`config.mk`:
```
export PLATFORM = sky130hd
export DESIGN_NAME = spirq_regs
export DESIGN_NICKNAME = d
export VERILOG_FILES = /design/src/spirq_pkg.sv /design/src/spirq_sock_if.sv /design/src/spirq_dec.sv /design/src/spirq_regs.sv
export SDC_FILE = /design/constraint.sdc
export NUM_CORES = 1
export LEC_CHECK = 0
export ABC_AREA = 0
export BUFFER_PORTS_ARGS = -buffer_cell sky130_fd_sc_hd__buf_2
export CORE_ASPECT_RATIO = 1.2
export CORE_MARGIN = 2
export CORE_UTILIZATION = 53
export CTS_CLUSTER_DIAMETER = 30
export CTS_CLUSTER_SIZE = 10
export DETAILED_ROUTE_END_ITERATION = 10
export PLACE_DENSITY = 0.79
export SYNTH_ARGS = -nofsm -noshare
export SYNTH_HDL_FRONTEND = slang
export SYNTH_SLANG_ARGS = --single-unit
```
`constraint.sdc`:
```
create_clock -name CORE_CLK -period 4.2 [get_ports CORE_CLK]
set_clock_uncertainty 0.15 [all_clocks]
set_input_delay 0.63 -clock CORE_CLK [delete_from_list [all_inputs] [get_ports CORE_CLK]]
set_output_delay 0.63 -clock CORE_CLK [all_outputs]
set_load 0.01 [all_outputs]
```
`src/spirq_pkg.sv`:
```
// constants and helpers for the socket power and card irq control bank
// assumes byte-wide register access, one copy of the bank per socket
package spirq_pkg;

  // ==========================================
  // address decode
  localparam logic [3:0] WIN_PAGE = 4'h8;
  localparam logic [3:0] PORT_PAGE = 4'h0;
  localparam int SOCK_BIT = 6;
  localparam int HOLE_BIT = 7;
  localparam logic [5:0] IDX_ID = 6'h00;
  localparam logic [5:0] IDX_STAT = 6'h01;
  localparam logic [5:0] IDX_PWR = 6'h02;
  localparam logic [5:0] IDX_IGC = 6'h03;

  // ==========================================
  // reset values and fixed fields
  localparam logic [7:0] PWR_RESET = 8'h00;
  localparam logic [7:0] IGC_RESET = 8'h00;
  localparam logic [5:0] IDRW_RESET = 6'h04;
  localparam logic [1:0] ID_IFTYPE = 2'h2;
  localparam logic [3:0] REV_STD = 4'h2;

  // ==========================================
  // field positions
  localparam int PWR_OE = 7;
  localparam int PWR_AUTO = 5;
  localparam int PWR_VCCEN = 4;
  localparam int PWR_VCC_LO = 3;
  localparam int IGC_RING = 6 + 1;
  localparam int IGC_RST = 6;
  localparam int IGC_IO = 5;
  localparam int IGC_CSC = 4;
  localparam int STAT_PWR = 6;

  // writable bits of the power register per layout
  localparam logic [7:0] PWR_MASK_STD = 8'hB3;
  localparam logic [7:0] PWR_MASK_EXT = 8'h9B;

  // ==========================================
  // encodings
  localparam logic [1:0] VCC_5V = 2'h2;
  localparam logic [1:0] VCC_3V = 2'h3;
  localparam logic [1:0] VPP_VCC = 2'h1;
  localparam logic [1:0] VPP_12V = 2'h2;
  localparam logic [3:0] IRQ_NONE = 4'h0;
  localparam logic [3:0] IRQ_SMI = 4'h2;
  localparam int IRQ_LINES = 16;

  function automatic logic [7:0] pwr_mask(input logic std);
    return std ? PWR_MASK_STD : PWR_MASK_EXT;
  endfunction

endpackage

```
`src/spirq_sock_if.sv`:
```
// bundle between the register bank and one socket's decoder
// assumes the bank drives the raw fields and the decoder the results
`timescale 1ns/1ns
`default_nettype none
interface spirq_sock_if;
  logic [7:0] power;
  logic [7:0] igc;
  logic std_mode;
  logic sys_3v;
  logic is_32bit;
  logic oe;
  logic auto_sw;
  logic vcc_on;
  logic vcc_3v;
  logic vpp_vcc;
  logic vpp_12v;
  logic ring;
  logic rst;
  logic io;
  logic csc_pci;
  logic smi;
  logic [spirq_pkg::IRQ_LINES-1:0] irq;
  modport bank (output power, igc, std_mode, sys_3v, is_32bit,
    input oe, auto_sw, vcc_on, vcc_3v, vpp_vcc, vpp_12v, ring, rst, io, csc_pci, smi, irq);
  modport dec (input power, igc, std_mode, sys_3v, is_32bit,
    output oe, auto_sw, vcc_on, vcc_3v, vpp_vcc, vpp_12v, ring, rst, io, csc_pci, smi, irq);
endinterface
`default_nettype wire

```
`src/spirq_dec.sv`:
```
// combinational decode of one socket's control fields
// assumes the bank registers every result before it leaves the block
`timescale 1ns/1ns
`default_nettype none
module spirq_dec (
  spirq_sock_if.dec s
);

  logic [1:0] vcc_code;
  logic [1:0] vpp_code;
  logic [3:0] route;

  assign vcc_code = s.power[spirq_pkg::PWR_VCCEN:spirq_pkg::PWR_VCC_LO];
  assign vpp_code = s.power[1:0];
  assign route = s.igc[3:0];

  // ==========================================
  // power
  assign s.oe = s.power[spirq_pkg::PWR_OE]; // RQ1
  assign s.auto_sw = s.std_mode & s.power[spirq_pkg::PWR_AUTO]; // RQ3

  always_comb begin
    if (s.std_mode) begin
      s.vcc_on = s.power[spirq_pkg::PWR_VCCEN]; // RQ4
      s.vcc_3v = s.power[spirq_pkg::PWR_VCCEN] & s.sys_3v; // RQ4
    end else begin
      s.vcc_on = (vcc_code == spirq_pkg::VCC_5V) || (vcc_code == spirq_pkg::VCC_3V); // RQ7
      s.vcc_3v = (vcc_code == spirq_pkg::VCC_3V); // RQ7
    end
  end

  // vpp only acts while vcc is on; reserved code connects nothing
  assign s.vpp_vcc = s.vcc_on & (vpp_code == spirq_pkg::VPP_VCC); // RQ5 RQ6
  assign s.vpp_12v = s.vcc_on & (vpp_code == spirq_pkg::VPP_12V); // RQ5 RQ6

  // ==========================================
  // card control and irq routing
  assign s.ring = s.igc[spirq_pkg::IGC_RING]; // RQ11
  assign s.rst = ~s.igc[spirq_pkg::IGC_RST] & ~s.is_32bit; // RQ12
  assign s.io = s.igc[spirq_pkg::IGC_IO]; // RQ13
  assign s.csc_pci = s.igc[spirq_pkg::IGC_CSC] | (route == spirq_pkg::IRQ_NONE); // RQ14 RQ15
  assign s.smi = (route == spirq_pkg::IRQ_SMI); // RQ16

  always_comb begin
    for (int i = 0; i < spirq_pkg::IRQ_LINES; i++) begin
      s.irq[i] = (route == 4'(i)) && (route != spirq_pkg::IRQ_NONE) && (route != spirq_pkg::IRQ_SMI); // RQ16
    end
  end

endmodule
`default_nettype wire

```
`src/spirq_regs.sv`:
```
// socket power control and card irq/general control register bank
// assumes byte accesses on a 12-bit offset inside the socket space:
// page 0x8 (memory window) and page 0x0 (index port) reach the same bank
`timescale 1ns/1ns
`default_nettype none

// Overview of operation
// RQ1 - output gate bit seven enables socket outputs
// RQ2 - standard layout: bits 6,3,2 read zero
// RQ3 - standard layout: bit five enables auto switching
// RQ4 - standard bit four enables vcc, system level
// RQ5 - vpp code: none, vcc, 12 V, reserved
// RQ6 - vpp ignored unless socket vcc is on
// RQ7 - extended layout: bits 4-3 select vcc level
// RQ8 - extended layout: bits 6,5,2 read zero
// RQ9 - revision 0010b selects the standard layout
// RQ10 - status bit six shows socket power on
// RQ11 - irq register bit seven enables ring indicate
// RQ12 - bit six zero holds 16-bit card reset
// RQ13 - bit five selects io card type
// RQ14 - bit four sends status change to pci
// RQ15 - route zero: no func irq, csc to pci
// RQ16 - route code selects smi or irq line
// RQ17 - per-socket copies, second socket 0x40 higher
// RQ18 - writes to reserved bits are discarded
module spirq_regs #(
  parameter int NS = 2
) (
  input wire logic CORE_CLK,
  input wire logic RESET,
  input wire logic [11:0] ADDR,
  input wire logic WR_STB,
  input wire logic RD_STB,
  input wire logic [7:0] WDATA,
  output logic [7:0] RDATA,
  output logic RD_ACK,
  input wire logic SYS_VCC_3V,
  input wire logic [NS-1:0] CARD_32BIT,
  output logic [NS-1:0] CARD_OUT_EN,
  output logic [NS-1:0] AUTO_PWR_SW,
  output logic [NS-1:0] VCC_ON,
  output logic [NS-1:0] VCC_3V,
  output logic [NS-1:0] VPP_VCC,
  output logic [NS-1:0] VPP_12V,
  output logic [NS-1:0] RING_ON,
  output logic [NS-1:0] CARD_RESET,
  output logic [NS-1:0] IO_CARD,
  output logic [NS-1:0] CSC_TO_PCI,
  output logic [NS-1:0] FUNC_SMI,
  output logic [NS-1:0][spirq_pkg::IRQ_LINES-1:0] FUNC_IRQ
);

  // ==========================================
  // address decode
  logic addr_ok;
  logic sock;
  logic [5:0] idx;

  assign sock = ADDR[spirq_pkg::SOCK_BIT];
  assign idx = ADDR[5:0];
  // both pages map onto one bank; socket copies 0x40 apart
  assign addr_ok = ((ADDR[11:8] == spirq_pkg::WIN_PAGE) || (ADDR[11:8] == spirq_pkg::PORT_PAGE))
    && !ADDR[spirq_pkg::HOLE_BIT] && (int'(sock) < NS); // RQ17

  // ==========================================
  // per-socket registers
  logic [7:0] pwr_q [NS];
  logic [7:0] igc_q [NS];
  logic [5:0] idrw_q [NS];
  logic [NS-1:0] std_mode;

  spirq_sock_if sif [NS] ();

  for (genvar g = 0; g < NS; g++) begin : g_sock
    logic hit;
    assign hit = WR_STB && addr_ok && (int'(sock) == g); // RQ17
    assign std_mode[g] = (idrw_q[g][3:0] == spirq_pkg::REV_STD); // RQ9

    always_ff @(posedge CORE_CLK or posedge RESET) begin
      if (RESET) begin
        idrw_q[g] <= spirq_pkg::IDRW_RESET;
      end else if (hit && idx == spirq_pkg::IDX_ID) begin
        idrw_q[g] <= WDATA[5:0]; // RQ9
      end
    end

    // reserved positions of the layout in force at the write are never stored
    always_ff @(posedge CORE_CLK or posedge RESET) begin
      if (RESET) begin
        pwr_q[g] <= spirq_pkg::PWR_RESET;
      end else if (hit && idx == spirq_pkg::IDX_PWR) begin
        pwr_q[g] <= WDATA & spirq_pkg::pwr_mask(std_mode[g]); // RQ18 RQ2 RQ8
      end
    end

    always_ff @(posedge CORE_CLK or posedge RESET) begin
      if (RESET) begin
        igc_q[g] <= spirq_pkg::IGC_RESET;
      end else if (hit && idx == spirq_pkg::IDX_IGC) begin
        igc_q[g] <= WDATA;
      end
    end

    assign sif[g].power = pwr_q[g];
    assign sif[g].igc = igc_q[g];
    assign sif[g].std_mode = std_mode[g];
    assign sif[g].sys_3v = SYS_VCC_3V;
    assign sif[g].is_32bit = CARD_32BIT[g];

    spirq_dec u_dec (
      .s(sif[g])
    );

    // every socket output leaves from a flop
    always_ff @(posedge CORE_CLK or posedge RESET) begin
      if (RESET) begin
        CARD_OUT_EN[g] <= 1'b0;
        AUTO_PWR_SW[g] <= 1'b0;
        VCC_ON[g] <= 1'b0;
        VCC_3V[g] <= 1'b0;
        VPP_VCC[g] <= 1'b0;
        VPP_12V[g] <= 1'b0;
        RING_ON[g] <= 1'b0;
        CARD_RESET[g] <= 1'b0;
        IO_CARD[g] <= 1'b0;
        CSC_TO_PCI[g] <= 1'b0;
        FUNC_SMI[g] <= 1'b0;
        FUNC_IRQ[g] <= '0;
      end else begin
        CARD_OUT_EN[g] <= sif[g].oe; // RQ1
        AUTO_PWR_SW[g] <= sif[g].auto_sw; // RQ3
        VCC_ON[g] <= sif[g].vcc_on; // RQ4 RQ7
        VCC_3V[g] <= sif[g].vcc_3v;
        VPP_VCC[g] <= sif[g].vpp_vcc; // RQ6
        VPP_12V[g] <= sif[g].vpp_12v; // RQ6
        RING_ON[g] <= sif[g].ring; // RQ11
        CARD_RESET[g] <= sif[g].rst; // RQ12
        IO_CARD[g] <= sif[g].io; // RQ13
        CSC_TO_PCI[g] <= sif[g].csc_pci; // RQ14
        FUNC_SMI[g] <= sif[g].smi; // RQ16
        FUNC_IRQ[g] <= sif[g].irq; // RQ16
      end
    end
  end

  // ==========================================
  // read path
  logic [7:0] rd_d;
  logic [NS-1:0] pwr_stat;

  for (genvar g = 0; g < NS; g++) begin : g_stat
    assign pwr_stat[g] = sif[g].vcc_on;
  end

  always_comb begin
    rd_d = 8'h00;
    if (addr_ok) begin
      case (idx)
        spirq_pkg::IDX_ID: rd_d = {spirq_pkg::ID_IFTYPE, idrw_q[sock]};
        spirq_pkg::IDX_STAT: rd_d[spirq_pkg::STAT_PWR] = pwr_stat[sock]; // RQ10
        spirq_pkg::IDX_PWR: rd_d = pwr_q[sock] & spirq_pkg::pwr_mask(std_mode[sock]); // RQ2 RQ8
        spirq_pkg::IDX_IGC: rd_d = igc_q[sock];
        default: rd_d = 8'h00;
      endcase
    end
  end

  always_ff @(posedge CORE_CLK or posedge RESET) begin
    if (RESET) begin
      RDATA <= 8'h00;
      RD_ACK <= 1'b0;
    end else begin
      RD_ACK <= RD_STB;
      RDATA <= RD_STB ? rd_d : 8'h00;
    end
  end

  logic past_ok_q;
  always_ff @(posedge CORE_CLK or posedge RESET) begin
    if (RESET) begin
      past_ok_q <= 1'b0;
    end else begin
      past_ok_q <= 1'b1;
    end
  end
endmodule
`default_nettype wire

```
### After elaboration in Yosys (flattened, before gate mapping)

Index checks and enable logic that the tools add are counted.
W data, S select, Z words.

* register bits: 107
* output and inout port bits: 63

* $lt $le $gt $ge: 2
* eq/ne operators: 46
* mux-type cells: 25
* bitwise operators: 21
* reduce and logical (&&, ||, !) cells: 84

Operators with widths (number)
* $logic_and A1 B1 Y1: 74
* $eq A4 B4 Y1 const B: 17
* $mux W8: 8
* $mux W6: 6
* $eq A4 B3 Y1 const B: 8
* $and A8 B8 Y8: 3
* $eq A4 B2 Y1 const B: 6
* $pmux W6 S3: 1
* $eq A2 B2 Y1 const B: 6
* $eq A6 B2 Y1 const B: 2
* $logic_not A4 Y1: 3
* $and A1 B1 Y1: 10
* $eq A4 B1 Y1 const B: 2
* $mux W1: 8
* $ne A4 B2 Y1 const B: 2
* $reduce_bool A4 Y1: 2
* $eq A6 B1 Y1 const B: 1
* $logic_not A6 Y1: 1
* $pmux W1 S3: 2
* $not A1 Y1: 5
* $eq A2 B1 Y1 const B: 2
* $logic_or A1 B1 Y1: 3
* $ge A2 B2 Y1 const B: 1
* $lt A1 B2 Y1 const B: 1
* 3 further kinds: 4

### Longest topological paths before layout

Gate-level depths: netlist of run 1.

* depth in word-level cells: 8
* depth in mapped cells: 6

### Cells and area by module

Synthesis of run 1 repeated with hierarchy kept, for this count alone.

* cell total of the unflattened synthesis: 292
* area, all modules: 4081.4 um^2

By module, submodules not included
* spirq_regs: instances 1, cells each 218, area an instance 3628.5 um^2, seq. area each 2580.0 um^2
* spirq_dec: instances 2, cells each 37, area an instance 226.5 um^2, seq. area each 0.0 um^2

### Worst setup path before layout of run 1

Ideal clock, no wire load.

* kind: input to register
* from: in ADDR[3]
* to: reg igc_q (netlist bit sif[1].igc[0])
* setup time: 0.125 ns
* arrival time: 2.169 ns
* data required time: 3.925 ns
* slack: 1.757 ns
* stages: 6
* buffers on the path: 2
* cells stage by stage: or4_1 > buf_4 > nor3_4 > and2b_1 > buf_6 > mux2_2

* cells in the longest elaborated chain, start to end: 2

Ends and longest elaborated chain
* start, declared: line spirq_regs.sv:31 `input wire logic [11:0] ADDR,`
* $eq A6 B2 Y1: line spirq_regs.sv:99 `end else if (hit && idx == spirq_pkg::IDX_IGC) begin`
* $logic_and A1 B1 Y1: line spirq_regs.sv:99
* end signal, assigned by index: line spirq_regs.sv:98 `igc_q[g] <= spirq_pkg::IGC_RESET;`
* end, declared: line spirq_regs.sv:68 `logic [7:0] igc_q [NS];`

No other way between the ends.
A chain may end at the register's enable or synchronous reset.

### Worst setup path in the final report of run 1

* from: in ADDR[3]
* to: reg igc_q (netlist bit sif[1].igc[4])

Same word-level chain as after synthesis.

==> summary.md, run 1 <==
| Metric | Value |
|---|---|
| DR WL/cell | approximately 16 um |
| Drt total wl | between 7000 and 8000 um |
| Final ANT Viol Nets | 0 |
| Post-synth EDFFs | 0 |
| Placed instance count | approximately 450 |
| Post-CTS Hold Buffers | 0 |
| Relative slew margins | 0.215 |
| Setup tns final | 0 ps |
| Cts repair resizes | 0 |
| Most common flop cell mapped by yosys | dfrtp_1 |
| CP Class | primary input to flip-flop |
| Drt first-iter violations | 144 |
| CTS tree | yes |
| Final Power | roughly 1.6 mW |
| Min Tclk post-route | approximately 2700 ps |
| Largest cells by area after synthesis | dfrtp_1, mux2_2, nor2_1 |
| Ant diodes | 0 |
| Leak | 2.44 nW |
| Fin. Hold Viols | 0 |
| Post-synth design cell area | just under 0.004 mm2 |
| Nets | 397 |
| Die height | ~98 um |
| CP max-delay cell | or4_1 |
| Initial Util | 0.542 |
| Core box area | 0.00723 mm2 |
| Layout cells sized above 1 | 0.428 |
| Crit path required time | between 4000 and 5000 ps |
| Reg2Reg Setup Slack | slightly below 2000 ps |
| Async set-or-reset flop fraction in the synthesized netlist | 1.00 |
| Max Cap Viol | 0 |
| Final Max Tran Viols | 0 |
| Largest net degree at the start of global routing | 71 |
| Worst-Skew Late Latency | about 350 ps |
| Clock transition at the registers of the reported paths | 90 ps |
| Post-synthesis sequential area ratio | 0.645 |
| CP startpoint kind | primary input |
| Area grow syn2layout | 16.9% |
| Layout Utilization | 0.634 |
| Pwr Density | between 300 and 400 mW/mm2 |
| Synth warnings | 0 |
| Maximum VDD drop | a little over 0.2 mV |
| Count of final setup violators | 0 |
| WHS | between 200 and 250 ps |
| Post-CTS setup buffers | 0 |
| Crit. End Element | flip-flop |
| Port bufs | 86 |
| Die Wd | ~83 um |
| Final std cells w/o fill | roughly 460 |
| Tcrit/Tclk final | 0.631 |
| Hold Path Class | primary input to flip-flop |
| FP Rows | 34 |
| Antenna violations before repair | 0 |
| Crit-path cells | buf_2 > or4_1 > nor3_4 > and2b_1 > mux2_2 |
| F_max | about 380 MHz |
| Top-area cell type share of the netlist area | 0.632 |
| Clock root buffer | clkbuf_8 |
| Via density | roughly 5.4 |
| Synthesized flop and latch total | between 100 and 150 |
| Crit path buffers/inverters | 1 |
| GP Congestion | 0.763 |
| Total GRT Usage | 0.205 |
| RSZ-0062 raised after global routing | no |
| Number of global-route vias before repair | about 2500 |
| First-pass GRT wire length | between 10000 and 15000 um |
| Clk sinks | between 100 and 150 |
| Inserted Clock Buffers | 9 |
| Drt drc | 0 |
| Largest area contributor in the netlist | dfrtp_1 |
| Syn avg cell area | approximately 14 um2 |
| Gate Count Post-Synth | 287 |
| Worst stage delay on the critical path | between 700 and 800 ps |
| Via count | 2512 |
| Grt ovf | 0 |
| Critical path fanouts, max | 9 |
| Worst Tran Pin Value | between 1000 and 1500 ps |
| Unique masters post-synth | 37 |
| Drt pass-1 iters | 4 |
| Boundary pin count | 90 |
| Status | finished, final reports clean |
| H-tree depth | 3 |
| Die Area | approximately 0.008 mm2 |
| Cell family with most CP delay | simple AND/OR/NAND/NOR gates |
| Worst-case clock buffer depth | 2 |
| Post-detail-place hpwl | 5400 um |
| Crit path DAT | 2740 ps |
[synthesized netlist by cell type (2+ instances only)]
library cell	count
a21oi_1	3
a222oi_1	5
and2_1	2
and2b_1	2
and3b_1	2
buf_4	4
clkbuf_1	13
dfrtp_1	99
dfstp_2	2
inv_1	7
mux2_1	6
mux2_2	47
mux2i_1	4
nand2_1	10
nand2_2	3
nand2b_1	9
nor2_1	30
nor2b_1	4
nor3_1	13
nor3_4	3
nor4b_1	2
o41ai_1	2
[routing by layer]
metal	wire length (um)	global-route usage
met2	4010	0.342
met3	454	0.0434
met1	3060	0.266
met4	109	0.0656
met5	0	0
[cells by family after synthesis]
group / count (synthesis) / share of synthesized area
flip-flops: 101 / 0.645
AND/OR/NAND/NOR: 86 / 0.126
other: 1 / 0.000956
buffers and inverters: 25 / 0.0297
multiplexers: 57 / 0.162
AO/OA/AOI/OAI: 17 / 0.0357
[worst paths after layout]
path                               start       endpoint  depth (start not counted)
setup / recovery                 ADDR[3]  sif[1].igc[4]                          5
hold / removal                    RD_STB         RD_ACK                          1
setup reg to reg               idrw_q[0]       RDATA[3]                          4
hold reg to reg            sif[1].igc[5]     IO_CARD[1]                          0
max in group asynchronous          RESET   FUNC_IRQ[27]                          3
min in group asynchronous          RESET     VPP_VCC[0]                          2
[registers in the layout, indices dropped and copies added (netlist names)]
signal and flops:
VCC_ON 2, VPP_VCC 2, sif.igc 16, AUTO_PWR_SW 2, RD_ACK 1, RING_ON 2, VCC_3V 2, FUNC_SMI 2
IO_CARD 2, RDATA 8, CARD_OUT_EN 2, CARD_RESET 2, sif.power 12, CSC_TO_PCI 2, VPP_12V 2, FUNC_IRQ 30
idrw_q 12
[layout by cell type (no fill, tap or decap), types with 2 or more instances in the layout]
cell type	instances
dfrtp_1	99
buf_2	86
mux2_2	47
nor2_1	30
nor3_1	13
nand2_1	10
nand2b_1	9
clkbuf_8	9
inv_1	6
mux2_1	6
a222oi_1	5
conb_1	4
mux2i_1	4
nor2b_1	4
nor3_4	3
nand2_2	3
a21oi_1	3
nor4b_1	2
and2_1	2
and3b_1	2
o41ai_1	2
and2b_1	2
clkinv_2	2
clkinv_4	2
dfstp_2	2
[report_power, final]
| group | internal, mW | switching, mW |
|---|---|---|
| sequential | 0.979 | 0.00464 |
| combinational | 0.0219 | 0.0457 |
| clock | 0.272 | 0.315 |
[per-stage QoR]
step           setup WS, ps  instance area, um2
5_1_grt                1500                4580
2_1_floorplan           776                3930
6_report               1550                4580
4_1_cts                1560                4580
3_3_place_gp           1230                4400
3_5_place_dp           1180                4400
[layout make-up]
| type | count | area, um2 |
|---|---|---|
| fillers | 575 | 2650 |
| flip-flops and latches | 101 | 2530 |
| multi-input cells | 164 | 1290 |
| repair buffers | 87 | 438 |
| clock buffers | 9 | 124 |
| well taps | 90 | 113 |
| clock inverters | 6 | 65.1 |
| inverters | 7 | 28.8 |
Note: power is estimated with default switching activity, not from simulation.
==> run 2: changes to the inputs <==
ABC_AREA = 1   (was 0)
CORE_UTILIZATION = 54   (was 53)
clock period = 2.58 ns   (was 4.2 ns; I/O delays follow)
==> run 2 against run 1 <==
Against the previous run:
- the run now ends with hold timing left
- sequential power up 63%
- utilization grew 0.61 points
- register-to-register slack worse by 760 ps
- global-route usage grew 1.3 points
- power rose by 67%
- synthesized cell count grew 64%
- final area is 5.8% higher
- die area grew 3.8%
- via count is 32% higher
- routed wire length increased by 15%
==> summary.md, run 2 <==
| Metric | Value |
|---|---|
| Max Cap Viol | 0 |
| Pre-CTS WS | roughly 740 ps |
| CP startpoint kind | primary input |
| Commonest non-fill, non-tap cell in the layout | nand2_1 |
| RSZ-0062 raised after global routing | no |
| Most flops, register | FUNC_IRQ |
| GP Congestion | ~0.86 |
| Clock root buffer | clkbuf_8 |
| H-tree depth | 3 |
| Inserted Clock Buffers | 9 |
| Largest area contributor in the netlist | dfrtp_1 |
| Core box area | approximately 0.0076 mm2 |
| CP Class | primary input to flip-flop |
| Tcrit/Tclk final | 0.603 |
| DR WL/cell | roughly 13 um |
| Final ANT Viol Nets | 0 |
| WHS | -0.280 ps |
| Final std cells w/o fill | 660 |
| Worst-Skew Late Latency | 360 ps |
| Fin. Hold Viols | 1 |
| Relative slew margins | 0.653 |
| Drt first-iter violations | around 240 |
| Drt pass-1 iters | 6 |
| Boundary pin count | 90 |
| Synth top cells by count | nand2_1, dfrtp_1, nor2_1, nand3_1, inv_1 |
| Largest cells by area after synthesis | dfrtp_1, nand2_1, nand3_1 |
| Worst Tran Pin Value | roughly 520 ps |
| Placed instance count | between 600 and 700 |
| Worst stage delay on the critical path | approximately 530 ps |
| Post-Synth Simple-Gate Area | 0.293 |
| Die height | approximately 100 um |
| Main combinational cell family by area after synthesis | simple AND/OR/NAND/NOR gates |
| CP max-delay cell | dlygate4sd3_1 |
| Synthesized flop and latch total | approximately 100 |
| Synth warnings | 0 |
| Worst-case reg-to-reg path depth | 6 |
| Crit path buffers/inverters | 4 |
| Pwr Density | between 500 and 600 mW/mm2 |
| Number of global-route vias before repair | 3102 |
| Clock transition at the registers of the reported paths | ~100 ps |
| Xor and xnor area share after synthesis | 0 |
| Min Tclk post-route | 1560 ps |
| Multiplexer area fraction after synthesis | 0 |
| Die Wd | 84.1 um |
| Largest net degree at the start of global routing | about 100 |
| Critical path fanouts, max | 4 |
| Async set-or-reset flop fraction in the synthesized netlist | 1.00 |
| Grt ovf | 0 |
| Worst-case clock buffer depth | 2 |
| Layout cells sized above 1 | 0.215 |
| Antenna violations before repair | 0 |
| First-pass GRT wire length | roughly 14000 um |
| Failing checks | hold timing |
| F_max | approximately 640 MHz |
| Crit. End Element | flip-flop |
| Final Power | between 2 and 3 mW |
| Final Max Tran Viols | 0 |
| Maximum VDD drop | between 0.3 and 0.4 mV |
| Drt total wl | about 8800 um |
| Count of final setup violators | 0 |
| Most frequent cells in the layout | nand2_1, dfrtp_1, buf_2 |
| Count leader, synth | nand2_1 |
| Post-synth design cell area | 0.00415 mm2 |
| Cell area after layout | around 0.0048 mm2 |
| Critical path depth | 8 |
| Hold Path Class | primary input to asynchronous set/reset pin |
| Nets | between 500 and 600 |
| Die Area | between 0.008 and 0.009 mm2 |
| Area grow syn2layout | 16.8% |
| Max reg flops | 30 |
| Via density | approximately 5.0 |
| Post-synthesis compound-gate area fraction | 0.0235 |
| Crit path DAT | 1710 ps |
| Crit-path cells | dlygate4sd3_1 > buf_2 > nand4_1 > nor2_1 > nand2_1 > inv_1 > nand2_1 > inv_1 |
| Most common flop cell mapped by yosys | dfrtp_1 |
| Drt drc | 0 |
| Ant diodes | 0 |
| Clk sinks | approximately 100 |
| Leak | between 2 and 3 nW |
| Final WS setup | about 1000 ps |
| Status | complete, but fails checks |
| Cell family with most CP delay | buffers and inverters |
| Post-synth EDFFs | 0 |
| Initial Util | 0.548 |
| Post-detail-place hpwl | around 6300 um |
| CTS tree | yes |
| Top-area cell type share of the netlist area | 0.597 |
| Setup tns final | 0 ps |
| Total GRT Usage | 0.218 |
| Port bufs | 86 |
| Placed cell areas | ~0.0046 mm2 |
| FP Rows | 35 |
| Crit path required time | approximately 2700 ps |
| Cts repair resizes | 0 |
| Via count | around 3300 |
| Syn avg cell area | about 8.8 um2 |
| Unique masters post-synth | 26 |
| Post-synthesis adder-cell area fraction | 0 |
| Post-synthesis sequential area ratio | 0.609 |
| Gate Count Post-Synth | around 470 |
run 2: report_power, final:
part | switching [mW] | internal, mW | total [mW]
clock | 0.543 | 0.458 | 1.00
combinational | 0.0933 | 0.0377 | 0.131
sequential | 0.00604 | 1.59 | 1.60
total | 0.642 | 2.09 | 2.73
run 2: cell type report:
| type | instances | area, um2 |
|---|---|---|
| clock buffer | 10 | 128 |
| clock inverter | 6 | 70.1 |
| fill | 615 | 2730 |
| inverter | 42 | 164 |
| multi-input combinational | 315 | 1330 |
| sequential | 101 | 2530 |
| tap | 92 | 115 |
| timing repair buffer | 94 | 510 |
run 2: layer usage:
layer,GRT usage,part of all wire,vias up
met5,0,0,-
met4,0.0955,0.029,0
met3,0.0387,0.052,25
met2,0.378,0.52,106
met1,0.270,0.40,1550
li1,-,-,1631
run 2: kinds of logic after synthesis:
logic type	after synthesis
AND/OR/NAND/NOR	292
AO/OA/AOI/OAI	19
other	1
flip-flops	101
buffers and inverters	58
run 2: worst paths after layout:
kind                               start      endpoint  slack, ps
hold / removal                     RESET  FUNC_IRQ[24]       -0.3
hold reg to reg            sif[0].igc[7]    RING_ON[0]        260
setup / recovery                  RD_STB      RDATA[4]       1020
max in group asynchronous          RESET     idrw_q[8]       1860
min in group CORE_CLK         SYS_VCC_3V     VCC_3V[1]        130
setup reg to reg               idrw_q[2]      RDATA[3]       1200
run 2: metrics by stage:
stage	utilization	hold WS [ps]
floorplan	-	224
global placement	0.610	243
detailed placement	0.610	240
CTS	0.639	1.42
global route	0.640	18.2
finish	0.640	-0.280
run 2: tightest hold or removal path: stages:
cell	delay, ps
buf_2	110
clkinvlp_4	70
buf_12	390
run 2: what timing repair did:
item | CTS | global route
endpoints found under the hold margin | 2 | 1
hold buffers | 2 | 1
setup buffers | 0 | 0
setup endpoints to repair | 0 | 0
==> run 3: changes to the inputs <==
clock period = 1.5 ns   (was 2.58 ns; I/O delays follow)
==> run 3 against run 2 <==
Against the previous run:
- the flow now finishes without violations
- routed wire length up 4.5%
- via count up 3.8%
- first-iteration DRC count down 24%
- worst setup slack worse by 970 ps
- combinational power up 95%
- global-route usage up 1.6 points
- register-to-register slack worse by 1100 ps
- critical path type is now flip-flop to flip-flop
- sequential power up 72%
- final area up 3.9%
- die area unchanged
==> summary.md, run 3 (synthesized netlist as in run 2, its figures left out) <==
| Metric | Value |
|---|---|
| Status | finished, final reports clean |
| Hold Crit Endpoint | sif[1].power[7] |
| Die height | around 100 um |
| Most flops, register | FUNC_IRQ |
| FP Rows | 35 |
| Leak | around 2.8 nW |
| Via count | 3439 |
| Fin. Hold Viols | 0 |
| Hold path start | WDATA[7] |
| Worst-case reg-to-reg path depth | 6 |
| Clock root buffer | clkbuf_8 |
| Commonest non-fill, non-tap cell in the layout | nand2_1 |
| Worst-case clock buffer depth | 2 |
| Drt total wl | 9190 um |
| Initial Util | 0.548 |
| Final ANT Viol Nets | 0 |
| Inserted Clock Buffers | 9 |
| Clk sinks | approximately 100 |
| H-tree depth | 3 |
| Area grow syn2layout | 21.3% |
| Drt pass-1 iters | 4 |
| Crit-path cells | nor2_2 > nand2_1 > nand2_1 > nand2_1 > nand2_1 > a21oi_2 |
| Pre-CTS WS | roughly 17 ps |
| Via density | 5.07 |
| Placed instance count | approximately 660 |
| Crit path required time | 1630 ps |
| Fillers | 615 |
| Maximum VDD drop | a little under 0.7 mV |
| Largest net degree at the start of global routing | 37 |
| Pwr Density | roughly 940 mW/mm2 |
| Worst stage delay on the critical path | ~560 ps |
| Drt first-iter violations | around 190 |
| Final Max Tran Viols | 0 |
| Boundary pin count | 90 |
| F_max | a little under 700 MHz |
| Cell family with most CP delay | flip-flops |
| Crit path buffers/inverters | 0 |
| WHS Path Cells | 3 |
| Min Tclk post-route | roughly 1400 ps |
| Grt ovf | 0 |
| Final std cells w/o fill | 678 |
| Nets | 608 |
| Ant diodes | 0 |
| Count of final setup violators | 0 |
| Critical path fanouts, max | 5 |
| Layout cells sized above 1 | 0.239 |
| WHS | 11.4 ps |
| Cell repeated most along the worst path | nand2_1 |
| CP startpoint kind | flip-flop |
| CP Class | flip-flop to flip-flop |
| Port bufs | 86 |
| CP max-delay cell | dfstp_2 |
| Max Cap Viol | 0 |
| Post-detail-place hpwl | about 6800 um |
| Antenna violations before repair | 0 |
| DR WL/cell | between 10 and 15 um |
| Crit path DAT | ~1600 ps |
| Die Area | approximately 0.0084 mm2 |
| Drt drc | 0 |
| Reg2reg end | RDATA[3] |
| Crit. End Element | flip-flop |
| Clock transition at the registers of the reported paths | ~90 ps |
| Hold Path Class | primary input to flip-flop |
| Tcrit/Tclk final | 0.965 |
| Final WS setup | between 50 and 60 ps |
| Most frequent cells in the layout | nand2_1, dfrtp_1, buf_2 |
| CTS tree | yes |
| First-pass GRT wire length | about 15000 um |
| RR Startpoint | idrw_q[8] |
| Core box area | approximately 0.0076 mm2 |
| Worst-Skew Late Latency | ~360 ps |
| RSZ-0062 raised after global routing | no |
| Reg2Reg Setup Slack | roughly 52 ps |
| Die Wd | 84.1 um |
| Number of global-route vias before repair | roughly 3300 |
| Max reg flops | 30 |
| Total GRT Usage | 0.235 |
| GP Congestion | approximately 0.95 |
-- run 3: cell count changes in the layout (fill, tap and decap cells not counted), moves of 2 or more --
cell,delta
buf_4,+12
buf_12,+3
dlygate4sd3_1,+3
clkinvlp_4,+2
nor2_1,-2
nor2_2,+2
-- run 3: final cells by class --
| class | count | area, um2 | area share |
|---|---|---|---|
| Tap cell | 92 | 115 | 0.0228 |
| Inverter | 42 | 164 | 0.0325 |
| Sequential cell | 101 | 2530 | 0.502 |
| Timing Repair Buffer | 112 | 691 | 0.137 |
| Clock buffer | 10 | 128 | 0.0253 |
| Multi-Input combinational cell | 315 | 1340 | 0.266 |
| Clock inverter | 6 | 71.3 | 0.0142 |
-- run 3: routing by layer --
metal,up-vias,wire [um],GRT usage,part of all wire
li1,1666,-,-,-
met1,1639,3550,0.282,0.39
met2,114,4800,0.413,0.52
met3,20,577,0.0510,0.063
met4,0,256,0.0943,0.028
met5,-,0,0,0
-- run 3: power breakdown --
group / leakage [nW] / switching, mW / internal (mW)
sequential: 1.38 / 0.0106 / 2.74
clock: 0.0931 / 0.927 / 0.783
combinational: 1.37 / 0.167 / 0.0892
-- run 3: timing repair --
action / in CTS / in global routing
hold buffers: 6 / 0
setup buffers: 0 / 0
endpoints found under the setup margin: 0 / 1
resized for setup: 0 / 3
hold endpoints to repair: 21 / 0
-- run 3: stage by stage --
stage	setup TNS [ps]	total power [mW]	utilization	instance area, um2
after floorplan	-7620	2.93	-	4170
after global placement	0	3.04	0.630	4770
after detailed placement	0	3.05	0.630	4770
after CTS	0	4.75	0.664	5030
after global routing	0	4.89	0.665	5040
final	0	4.72	0.665	5040
-- run 3: worst max path at each step --
stage	slack, ps	to	from	cells after the start
after floorplan	-80	AUTO_PWR_SW[0]	RESET	1
after global placement	40	sif[0].power[3]	ADDR[9]	7
after detailed placement	20	sif[0].power[3]	ADDR[9]	7
after CTS	30	RDATA[3]	idrw_q[8]	6
after global routing	30	RDATA[4]	RD_STB	8
final	50	RDATA[3]	idrw_q[8]	6
-- run 3: worst min-delay path, delay by kind of cell --
kind / cells / cell delay, ps
buffers and inverters: 1 / 140
and+or+nand+nor: 2 / 130
